<file path="src/dcs_defines.vh">
// constants for the debug clock switch block
// assumes inclusion by dcs_debug_clock_switch.v only
`ifndef DCS_DEFINES_VH
`define DCS_DEFINES_VH

// ----------------------------------------------------------------
// tap instruction codes and scan chain numbers
// ----------------------------------------------------------------
`define DCS_INSTR_BYPASS 4'hF
`define DCS_INSTR_INTEST 4'hC
`define DCS_INSTR_EXTEST 4'h0
`define DCS_CHAIN_ZERO 4'h0
`define DCS_CHAIN_DATA 4'h1

// ----------------------------------------------------------------
// program counter advance, in word addresses
// ----------------------------------------------------------------
`define DCS_PC_BREAK_ENTRY 3'h4
`define DCS_PC_DEBUG_INSTR 3'h1
`define DCS_PC_SYS_ACCESS 3'h3

// ----------------------------------------------------------------
// chain lengths and synchroniser layout
// ----------------------------------------------------------------
`define DCS_CHAIN1_LEN 33
`define DCS_SYNC_W 14
`define DCS_SYNC_IDLE 14'h0104
`define DCS_S_MCLK 0
`define DCS_S_TCK 1
`define DCS_S_WAIT 2
`define DCS_S_RTI 3
`define DCS_S_DBGREQ 4
`define DCS_S_WATCH 5
`define DCS_S_MEMDONE 6
`define DCS_S_BKPT 7
`define DCS_S_MREQ 8
`define DCS_S_IRUPD 9
`define DCS_S_CHUPD 10
`define DCS_S_CAPT 11
`define DCS_S_MEMACC 12
`define DCS_S_FORCE 13

`endif

</file>
<file path="src/dcs_debug_clock_switch.v">
// debug clock switch: picks memory clock or debug clock for the core
// assumes all control inputs are asynchronous pins sampled on clk
// Functional notes
// - run on memory clock, debug clock low (code: intest in run selects the debug clock)
// - debug state clocked only by debug clock
// - selected core clock driven on output
// - wait input ignored on debug clock
// - ack high, then switch at falling edge
// - intest chain0 pulses in idle, extest none
// - one chain1 scan between debug clocks
// - breakpoint bit high marks next system speed
// - bypass resyncs, executes, returns with ack (code returns only after a memory access, else stays in run)
// - extra bit high after system access
// - ack high throughout debug state
// - flush pipeline on debug entry
// - ack may drop unless forced high
// - entry adds four, instruction adds one
// - any mode change allowed in debug
// - chain1 33 bits, bit tells entry cause
// - reset makes bypass current instruction
`timescale 1ns/1ps
`default_nettype none
`include "dcs_defines.vh"

module dcs_debug_clock_switch (
  input wire clk,
  input wire arst_n,
  input wire mclk,
  input wire tck,
  input wire wait_n,
  input wire tapRunIdle,
  input wire debugEntryReq,
  input wire watchpointEntry,
  input wire memAccessDone,
  input wire breakpoint_in,
  input wire coreMemReqN,
  input wire irUpdate,
  input wire [3:0] irValue,
  input wire chainUpdate,
  input wire [3:0] chainValue,
  input wire captureDr,
  input wire loadedIsMemAccess,
  input wire forceAckHigh,
  output wire coreClk,
  output wire debug_core_clock,
  output wire selected_clock_out,
  output wire debug_ack,
  output wire mem_request_n,
  output wire pipelineFlush,
  output wire pcStepValid,
  output wire [2:0] pcStep,
  output wire anyModeChange,
  output wire chain1ExtraBit,
  output wire [3:0] currentInstr
);

  // ----------------------------------------------------------------
  // states
  // ----------------------------------------------------------------
  localparam [4:0] ST_RUN = 5'h01;
  localparam [4:0] ST_ENTRY = 5'h02;
  localparam [4:0] ST_DEBUG = 5'h04;
  localparam [4:0] ST_SYNC = 5'h08;
  localparam [4:0] ST_SYSACC = 5'h10;

  // ----------------------------------------------------------------
  // input synchronisers
  // ----------------------------------------------------------------
  wire [`DCS_SYNC_W-1:0] asyncIn;
  reg [`DCS_SYNC_W-1:0] syncA_reg;
  reg [`DCS_SYNC_W-1:0] syncB_reg;
  reg [`DCS_SYNC_W-1:0] syncPrev_reg;
  // idle-high pins reset high, so no false request after reset
  localparam [`DCS_SYNC_W-1:0] SYNC_IDLE = `DCS_SYNC_IDLE;
  assign asyncIn = {forceAckHigh, loadedIsMemAccess, captureDr, chainUpdate, irUpdate, coreMemReqN,
                    breakpoint_in, memAccessDone, watchpointEntry, debugEntryReq, tapRunIdle, wait_n, tck, mclk};

  genvar gi;
  generate
    for (gi = 0; gi < `DCS_SYNC_W; gi = gi + 1) begin : gSync
      always @(posedge clk or negedge arst_n) begin
        if (!arst_n) begin
          syncA_reg[gi] <= SYNC_IDLE[gi];
          syncB_reg[gi] <= SYNC_IDLE[gi];
          syncPrev_reg[gi] <= SYNC_IDLE[gi];
        end else begin
          syncA_reg[gi] <= asyncIn[gi];
          syncB_reg[gi] <= syncA_reg[gi];
          syncPrev_reg[gi] <= syncB_reg[gi];
        end
      end
    end
  endgenerate

  wire mclkS = syncB_reg[`DCS_S_MCLK];
  wire tckS = syncB_reg[`DCS_S_TCK];
  wire mclkFall = syncPrev_reg[`DCS_S_MCLK] & ~mclkS;
  wire tckRise = ~syncPrev_reg[`DCS_S_TCK] & tckS;
  wire entryRise = ~syncPrev_reg[`DCS_S_DBGREQ] & syncB_reg[`DCS_S_DBGREQ];
  wire irUpdRise = ~syncPrev_reg[`DCS_S_IRUPD] & syncB_reg[`DCS_S_IRUPD];
  wire chUpdRise = ~syncPrev_reg[`DCS_S_CHUPD] & syncB_reg[`DCS_S_CHUPD];
  wire captRise = ~syncPrev_reg[`DCS_S_CAPT] & syncB_reg[`DCS_S_CAPT];

  // ----------------------------------------------------------------
  // instruction and scan chain select
  // ----------------------------------------------------------------
  reg [3:0] instr_reg;
  reg [3:0] chain_reg;
  always @(posedge clk or negedge arst_n) begin
    if (!arst_n) begin
      instr_reg <= `DCS_INSTR_BYPASS;
      chain_reg <= `DCS_CHAIN_ZERO;
    end else begin
      if (irUpdRise) begin
        instr_reg <= irValue;
      end
      if (chUpdRise) begin
        chain_reg <= chainValue;
      end
    end
  end
  wire isBypass = (instr_reg == `DCS_INSTR_BYPASS);
  wire isIntest = (instr_reg == `DCS_INSTR_INTEST);
  wire bypassSelected = irUpdRise & (irValue == `DCS_INSTR_BYPASS);

  // ----------------------------------------------------------------
  // state machine
  // ----------------------------------------------------------------
  reg [4:0] state_reg;
  reg [4:0] state_next;
  reg sysPending_reg;
  reg sysPending_next;
  reg sysReturn_reg;
  reg sysReturn_next;
  reg firstCapt_reg;
  reg firstCapt_next;
  reg watchEntry_reg;
  reg watchEntry_next;
  reg flush_reg;
  reg flush_next;
  reg pcValid_reg;
  reg pcValid_next;
  reg [2:0] pcStep_reg;
  reg [2:0] pcStep_next;
  reg markPrev_reg;
  reg markPrev_next;

  // test clock only intest on chain0 or chain1 debug
  wire intestClocking = isIntest & syncB_reg[`DCS_S_RTI] &
                        ((chain_reg == `DCS_CHAIN_ZERO) | (chain_reg == `DCS_CHAIN_DATA));
  wire dclkPulse = intestClocking & tckS;
  wire dclkRise = intestClocking & tckRise;

  always @* begin
    state_next = state_reg;
    sysPending_next = sysPending_reg;
    sysReturn_next = sysReturn_reg;
    firstCapt_next = firstCapt_reg;
    watchEntry_next = watchEntry_reg;
    flush_next = 1'b0;
    pcValid_next = 1'b0;
    pcStep_next = pcStep_reg;
    markPrev_next = markPrev_reg;
    case (state_reg)
      ST_RUN: begin
        // ack raised in memory clock high phase
        if (entryRise & mclkS) begin
          state_next = ST_ENTRY;
          watchEntry_next = syncB_reg[`DCS_S_WATCH];
          firstCapt_next = 1'b1;
          sysReturn_next = 1'b0;
          sysPending_next = 1'b0;
          markPrev_next = 1'b0;
          flush_next = 1'b1;
          pcValid_next = 1'b1;
          pcStep_next = `DCS_PC_BREAK_ENTRY;
        end
      end
      ST_ENTRY: begin
        if (mclkFall) begin
          state_next = ST_DEBUG;
        end
      end
      ST_DEBUG: begin
        // each debug clock loads one scanned word
        if (dclkRise) begin
          // word after a marked word runs at system speed
          sysPending_next = markPrev_reg;
          markPrev_next = syncB_reg[`DCS_S_BKPT];
          pcValid_next = 1'b1;
          pcStep_next = `DCS_PC_DEBUG_INSTR;
        end
        if (captRise & (chain_reg == `DCS_CHAIN_DATA)) begin
          firstCapt_next = 1'b0;
        end
        if (bypassSelected & sysPending_reg & ~tckS) begin
          state_next = ST_SYNC;
          sysPending_next = 1'b0;
        end
      end
      ST_SYNC: begin
        // hand over only with memory clock low
        if (mclkFall) begin
          if (syncB_reg[`DCS_S_MEMACC]) begin
            state_next = ST_SYSACC;
          end else begin
            state_next = ST_RUN;
          end
        end
      end
      ST_SYSACC: begin
        // return to debug after the access
        if (syncB_reg[`DCS_S_MEMDONE] & mclkS) begin
          state_next = ST_ENTRY;
          sysReturn_next = 1'b1;
          firstCapt_next = 1'b1;
          pcValid_next = 1'b1;
          pcStep_next = `DCS_PC_SYS_ACCESS;
        end
      end
      default: begin
        state_next = ST_RUN;
      end
    endcase
  end

  always @(posedge clk or negedge arst_n) begin
    if (!arst_n) begin
      state_reg <= ST_RUN;
      sysPending_reg <= 1'b0;
      sysReturn_reg <= 1'b0;
      firstCapt_reg <= 1'b0;
      watchEntry_reg <= 1'b0;
      flush_reg <= 1'b0;
      pcValid_reg <= 1'b0;
      pcStep_reg <= 3'h0;
      markPrev_reg <= 1'b0;
    end else begin
      state_reg <= state_next;
      sysPending_reg <= sysPending_next;
      sysReturn_reg <= sysReturn_next;
      firstCapt_reg <= firstCapt_next;
      watchEntry_reg <= watchEntry_next;
      flush_reg <= flush_next;
      pcValid_reg <= pcValid_next;
      pcStep_reg <= pcStep_next;
      markPrev_reg <= markPrev_next;
    end
  end

  // ----------------------------------------------------------------
  // clock selection and outputs
  // ----------------------------------------------------------------
  wire onDebugClk = (state_reg == ST_DEBUG) | (state_reg == ST_SYNC) |
                    ((state_reg == ST_RUN) & ~isBypass & isIntest);
  reg coreClk_reg;
  reg debug_core_clock_reg;
  reg ack_reg;
  reg mreqN_reg;
  reg extra_reg;
  always @(posedge clk or negedge arst_n) begin
    if (!arst_n) begin
      coreClk_reg <= 1'b0;
      debug_core_clock_reg <= 1'b0;
      ack_reg <= 1'b0;
      mreqN_reg <= 1'b1;
      extra_reg <= 1'b0;
    end else begin
      // debug clock low outside debug and intest
      debug_core_clock_reg <= onDebugClk & dclkPulse;
      // wait ignored on debug clock, registered mux
      if (onDebugClk) begin
        coreClk_reg <= dclkPulse;
      end else begin
        coreClk_reg <= mclkS & syncB_reg[`DCS_S_WAIT];
      end
      // ack held in debug, may drop in access
      ack_reg <= (state_next == ST_ENTRY) | (state_next == ST_DEBUG) | (state_next == ST_SYNC) |
                 ((state_next == ST_SYSACC) & syncB_reg[`DCS_S_FORCE]);
      if (state_next == ST_SYSACC) begin
        mreqN_reg <= 1'b0;
      end else if (state_next == ST_RUN) begin
        mreqN_reg <= syncB_reg[`DCS_S_MREQ];
      end else begin
        mreqN_reg <= 1'b1;
      end
      if (firstCapt_reg) begin
        extra_reg <= sysReturn_reg | watchEntry_reg;
      end else begin
        extra_reg <= syncB_reg[`DCS_S_BKPT];
      end
    end
  end

  assign coreClk = coreClk_reg;
  assign selected_clock_out = coreClk_reg;
  assign debug_core_clock = debug_core_clock_reg;
  assign debug_ack = ack_reg;
  assign mem_request_n = mreqN_reg;
  assign pipelineFlush = flush_reg;
  assign pcStepValid = pcValid_reg;
  assign pcStep = pcStep_reg;
  assign anyModeChange = (state_reg == ST_ENTRY) | (state_reg == ST_DEBUG) | (state_reg == ST_SYNC);
  assign chain1ExtraBit = extra_reg;
  assign currentInstr = instr_reg;

endmodule

`default_nettype wire

</file>
<file path="config.mk">
export PLATFORM = sky130hd
export DESIGN_NAME = dcs_debug_clock_switch
export DESIGN_NICKNAME = d
export VERILOG_FILES = /design/src/dcs_debug_clock_switch.v
export VERILOG_INCLUDE_DIRS = /design/src
export SDC_FILE = /design/constraint.sdc
export NUM_CORES = 1
export LEC_CHECK = 0
export ABC_AREA = 1
export ABC_CLOCK_PERIOD_IN_PS = 1400
export BUFFER_PORTS_ARGS = -buffer_cell sky130_fd_sc_hd__clkbuf_2
export CORE_AREA = 2 2 73 75
export CTS_CLUSTER_DIAMETER = 120
export DETAILED_ROUTE_END_ITERATION = 10
export DIE_AREA = 0 0 75 77
export PLACE_DENSITY = 0.71
export SYNTH_ARGS = -nofsm -noshare
export SYNTH_HDL_FRONTEND = slang
export SYNTH_SLANG_ARGS = --single-unit
</file>
<file path="constraint.sdc">
create_clock -name clk -period 1.4 [get_ports clk]
set_clock_uncertainty 0.2 [all_clocks]
set_input_delay 0.21 -clock clk [delete_from_list [all_inputs] [get_ports clk]]
set_output_delay 0.21 -clock clk [all_outputs]
set_load 0.01 [all_outputs]
</file>
==> run metrics <==
Min-Delay Path Class=reg2reg; Primary FF master, synth=dfrtp_1; die area=0.00578 mm^2; fin. max-slew vios=0; Clock Pin Slew Worst Setup and Hold Paths=0.07 ns; Cell Rows=26; Max Freq=538 MHz; Slew HR=79.2%; Req. time, crit path=0.99 ns; Yosys top cell area share=55.6%; DRT iter0 DRCs=90; global-route usage over all layers=17.6%; Final ANT Viol Nets=0; final net count=339; antenna cells=0; most common cell in the netlist=nand2_1; P_int=3.22 mW; number of synthesized flops with an enable pin=0; PortBufs=39; vias=1768; min cycle time layout=1.86 ns; Non-Filler Instances=390; outcome=finished with violations; Setup CP Type=reg2out; Sw Share=28.5%; CP Launch Type=flop; DRC Markers=0; DIE WIDTH=75 um; CTS tree=yes; Max Cap Violations=0; Num CTS Buffers=9; Worst-Margin Slew=0.312 ns; P_leak=1.74 nW; CTS Sinks=62; Clk pwr share=29.6%; placed cells=335; Congestion Overflow GR=0; IO Pins=40; CP Max Fanout=4; largest net degree at the start of global routing=63; core area=0.00498 mm^2; violations in the final reports=setup timing; synthesized instance count=211; pwr/cell area=1300 mW/mm^2; Die Height=77 um; synth warn=0; crit path capture type=primary output; Synth cell types=26; sequential area share after synthesis=66.9%; unrepaired setup endpoints after global routing=yes; Crit path arrival time=1.45 ns; final worst slack=-0.460 ns; Reg power frac=47.5%; clock latency on the worst-skew pair=0.34 ns; H-tree depth=3; initial antenna violation count=0; root buf cell=clkbuf_8; VDD IR max=898 uV; share of layout cells above drive strength 1=47.8%; drt total wl=4840 um; Comb pwr share=22.9%; DR vias/cell=4.53; Synth async-reset ratio=100%; WHS=0.149 ns; Layout area overhead=48.7%; vias in the first global route=1684; drt pass-1 iters=4; synthesized net count=235; DP Worst Slack=-0.125 ns; # setup viols final=22; setup TNS=-5.35 ns; top cell type by total area after synthesis=dfrtp_1; Max Root-Sink Buffers=2; syn avg cell area=11.1 um^2; top cells by area, synth=dfrtp_1 (56%), dfstp_2 (11%), nand2_1 (8.5%); Initial Util=47.0%; flops & latches, synth=62; max reg flops=14; fin crit share=133%; P_sw=1.28 mW; first-pass GRT wire length=7420 um; synthesized area=0.00234 mm^2; final hold vios=0; Placer Congestion=0.929; Commonest cells post-synth=nand2_1 (53), dfrtp_1 (52), inv_1 (22); dpl hpwl=2820 um; DR WL/cell=12.4 um
==> logic make-up (layout without fill, tap and decap cells) <==
logic type,count (synthesis),after routing,synth area share (%)
buf+inv,26,135,4.60
mux,3,3,1.44
simple gates,106,106,23.5
compound gates,14,14,3.58
flops,62,62,66.9
==> per-stage QoR <==
stage	util (%)	power [mW]	instance area (um^2)
after CTS	65.7	4.36	3270
after global routing	69.9	4.76	3480
after detailed placement	55.5	2.85	2760
after global placement	55.5	2.83	2760
after floorplan	-	2.56	2360
final	69.9	4.51	3480
==> critical path, stage by stage, from the launching register on <==
cell,delay [ns]
dfstp_2,0.60
inv_2,0.06
nand2_2,0.06
nor2_2,0.05
nor2_2,0.13
nand2_1,0.07
clkbuf_2,0.13
==> final cells by class <==
cell class	instances	area, um^2
Clock buffer	11	141
Clock inverter	5	25.0
Fill cell	347	1500
Inverter	25	111
Multi-Input combinational cell	123	778
Sequential cell	62	1570
Tap cell	70	87.6
Timing Repair Buffer	94	767
==> layout by cell type (no fill, tap or decap) <==
master and n:
a31oi_1 1, nor2_2 7, clkbuf_2 34, inv_2 6
o22ai_2 1, buf_12 2, nor2_4 7, nand3_2 2
nand2_1 44, clkinv_2 5, o22ai_4 1, o21ai_2 5
dfstp_2 10, a21oi_1 1, inv_1 17, a21oi_2 1
buf_8 1, inv_6 1, dfrtp_1 50, nand4_1 2
nor2_1 15, clkbuf_1 1, buf_4 19, buf_6 15
o21ai_1 4, clkinv_8 1, nand3b_1 1, nand3_1 8
nand3_4 3, nor3_4 1, dlygate4sd3_1 23, dfrtp_2 2
clkbuf_8 10, nand2_4 7, mux2_2 3, nand2_2 9
==> per-layer routing <==
layer	GRT usage, %	up-vias	routed length [um]
li1	-	869	-
met1	22.3	839	2110
met2	26.4	49	2410
met3	6.57	11	202
met4	8.21	0	120
met5	0	-	0
==> worst paths after layout <==
kind | slack (ns) | start | depth (start not counted) | endpoint
worst max-delay path | -0.46 | state_reg[0] | 6 | anyModeChange
worst min-delay path | 0.15 | syncA_reg[12] | 0 | syncB_reg[12]
worst max register to register | -0.34 | state_reg[0] | 9 | debug_ack
worst min register to register | 0.15 | syncA_reg[12] | 0 | syncB_reg[12]
max in group asynchronous | 0.48 | arst_n | 3 | syncB_reg[8]
min in group asynchronous | 0.22 | arst_n | 3 | markPrev_reg
==> repair_timing <==
action / CTS / global route
resized for setup: 19 / 45
endpoints found under the setup margin: 23 / 24
setup buffers: 6 / 11
hold buffers: 23 / 0
pin swaps: 7 / 16
hold endpoints to repair: 84 / 0
==> power groups by stage <==
stage / registers, mW / clock network (mW) / logic, mW
after floorplan: 2.17 / 0 / 0.391
after global placement: 2.15 / 0 / 0.676
after detailed placement: 2.16 / 0 / 0.692
after CTS: 2.13 / 1.37 / 0.860
final: 2.14 / 1.33 / 1.03
after global routing: 2.16 / 1.45 / 1.14
(Power assumes the default switching activity.)
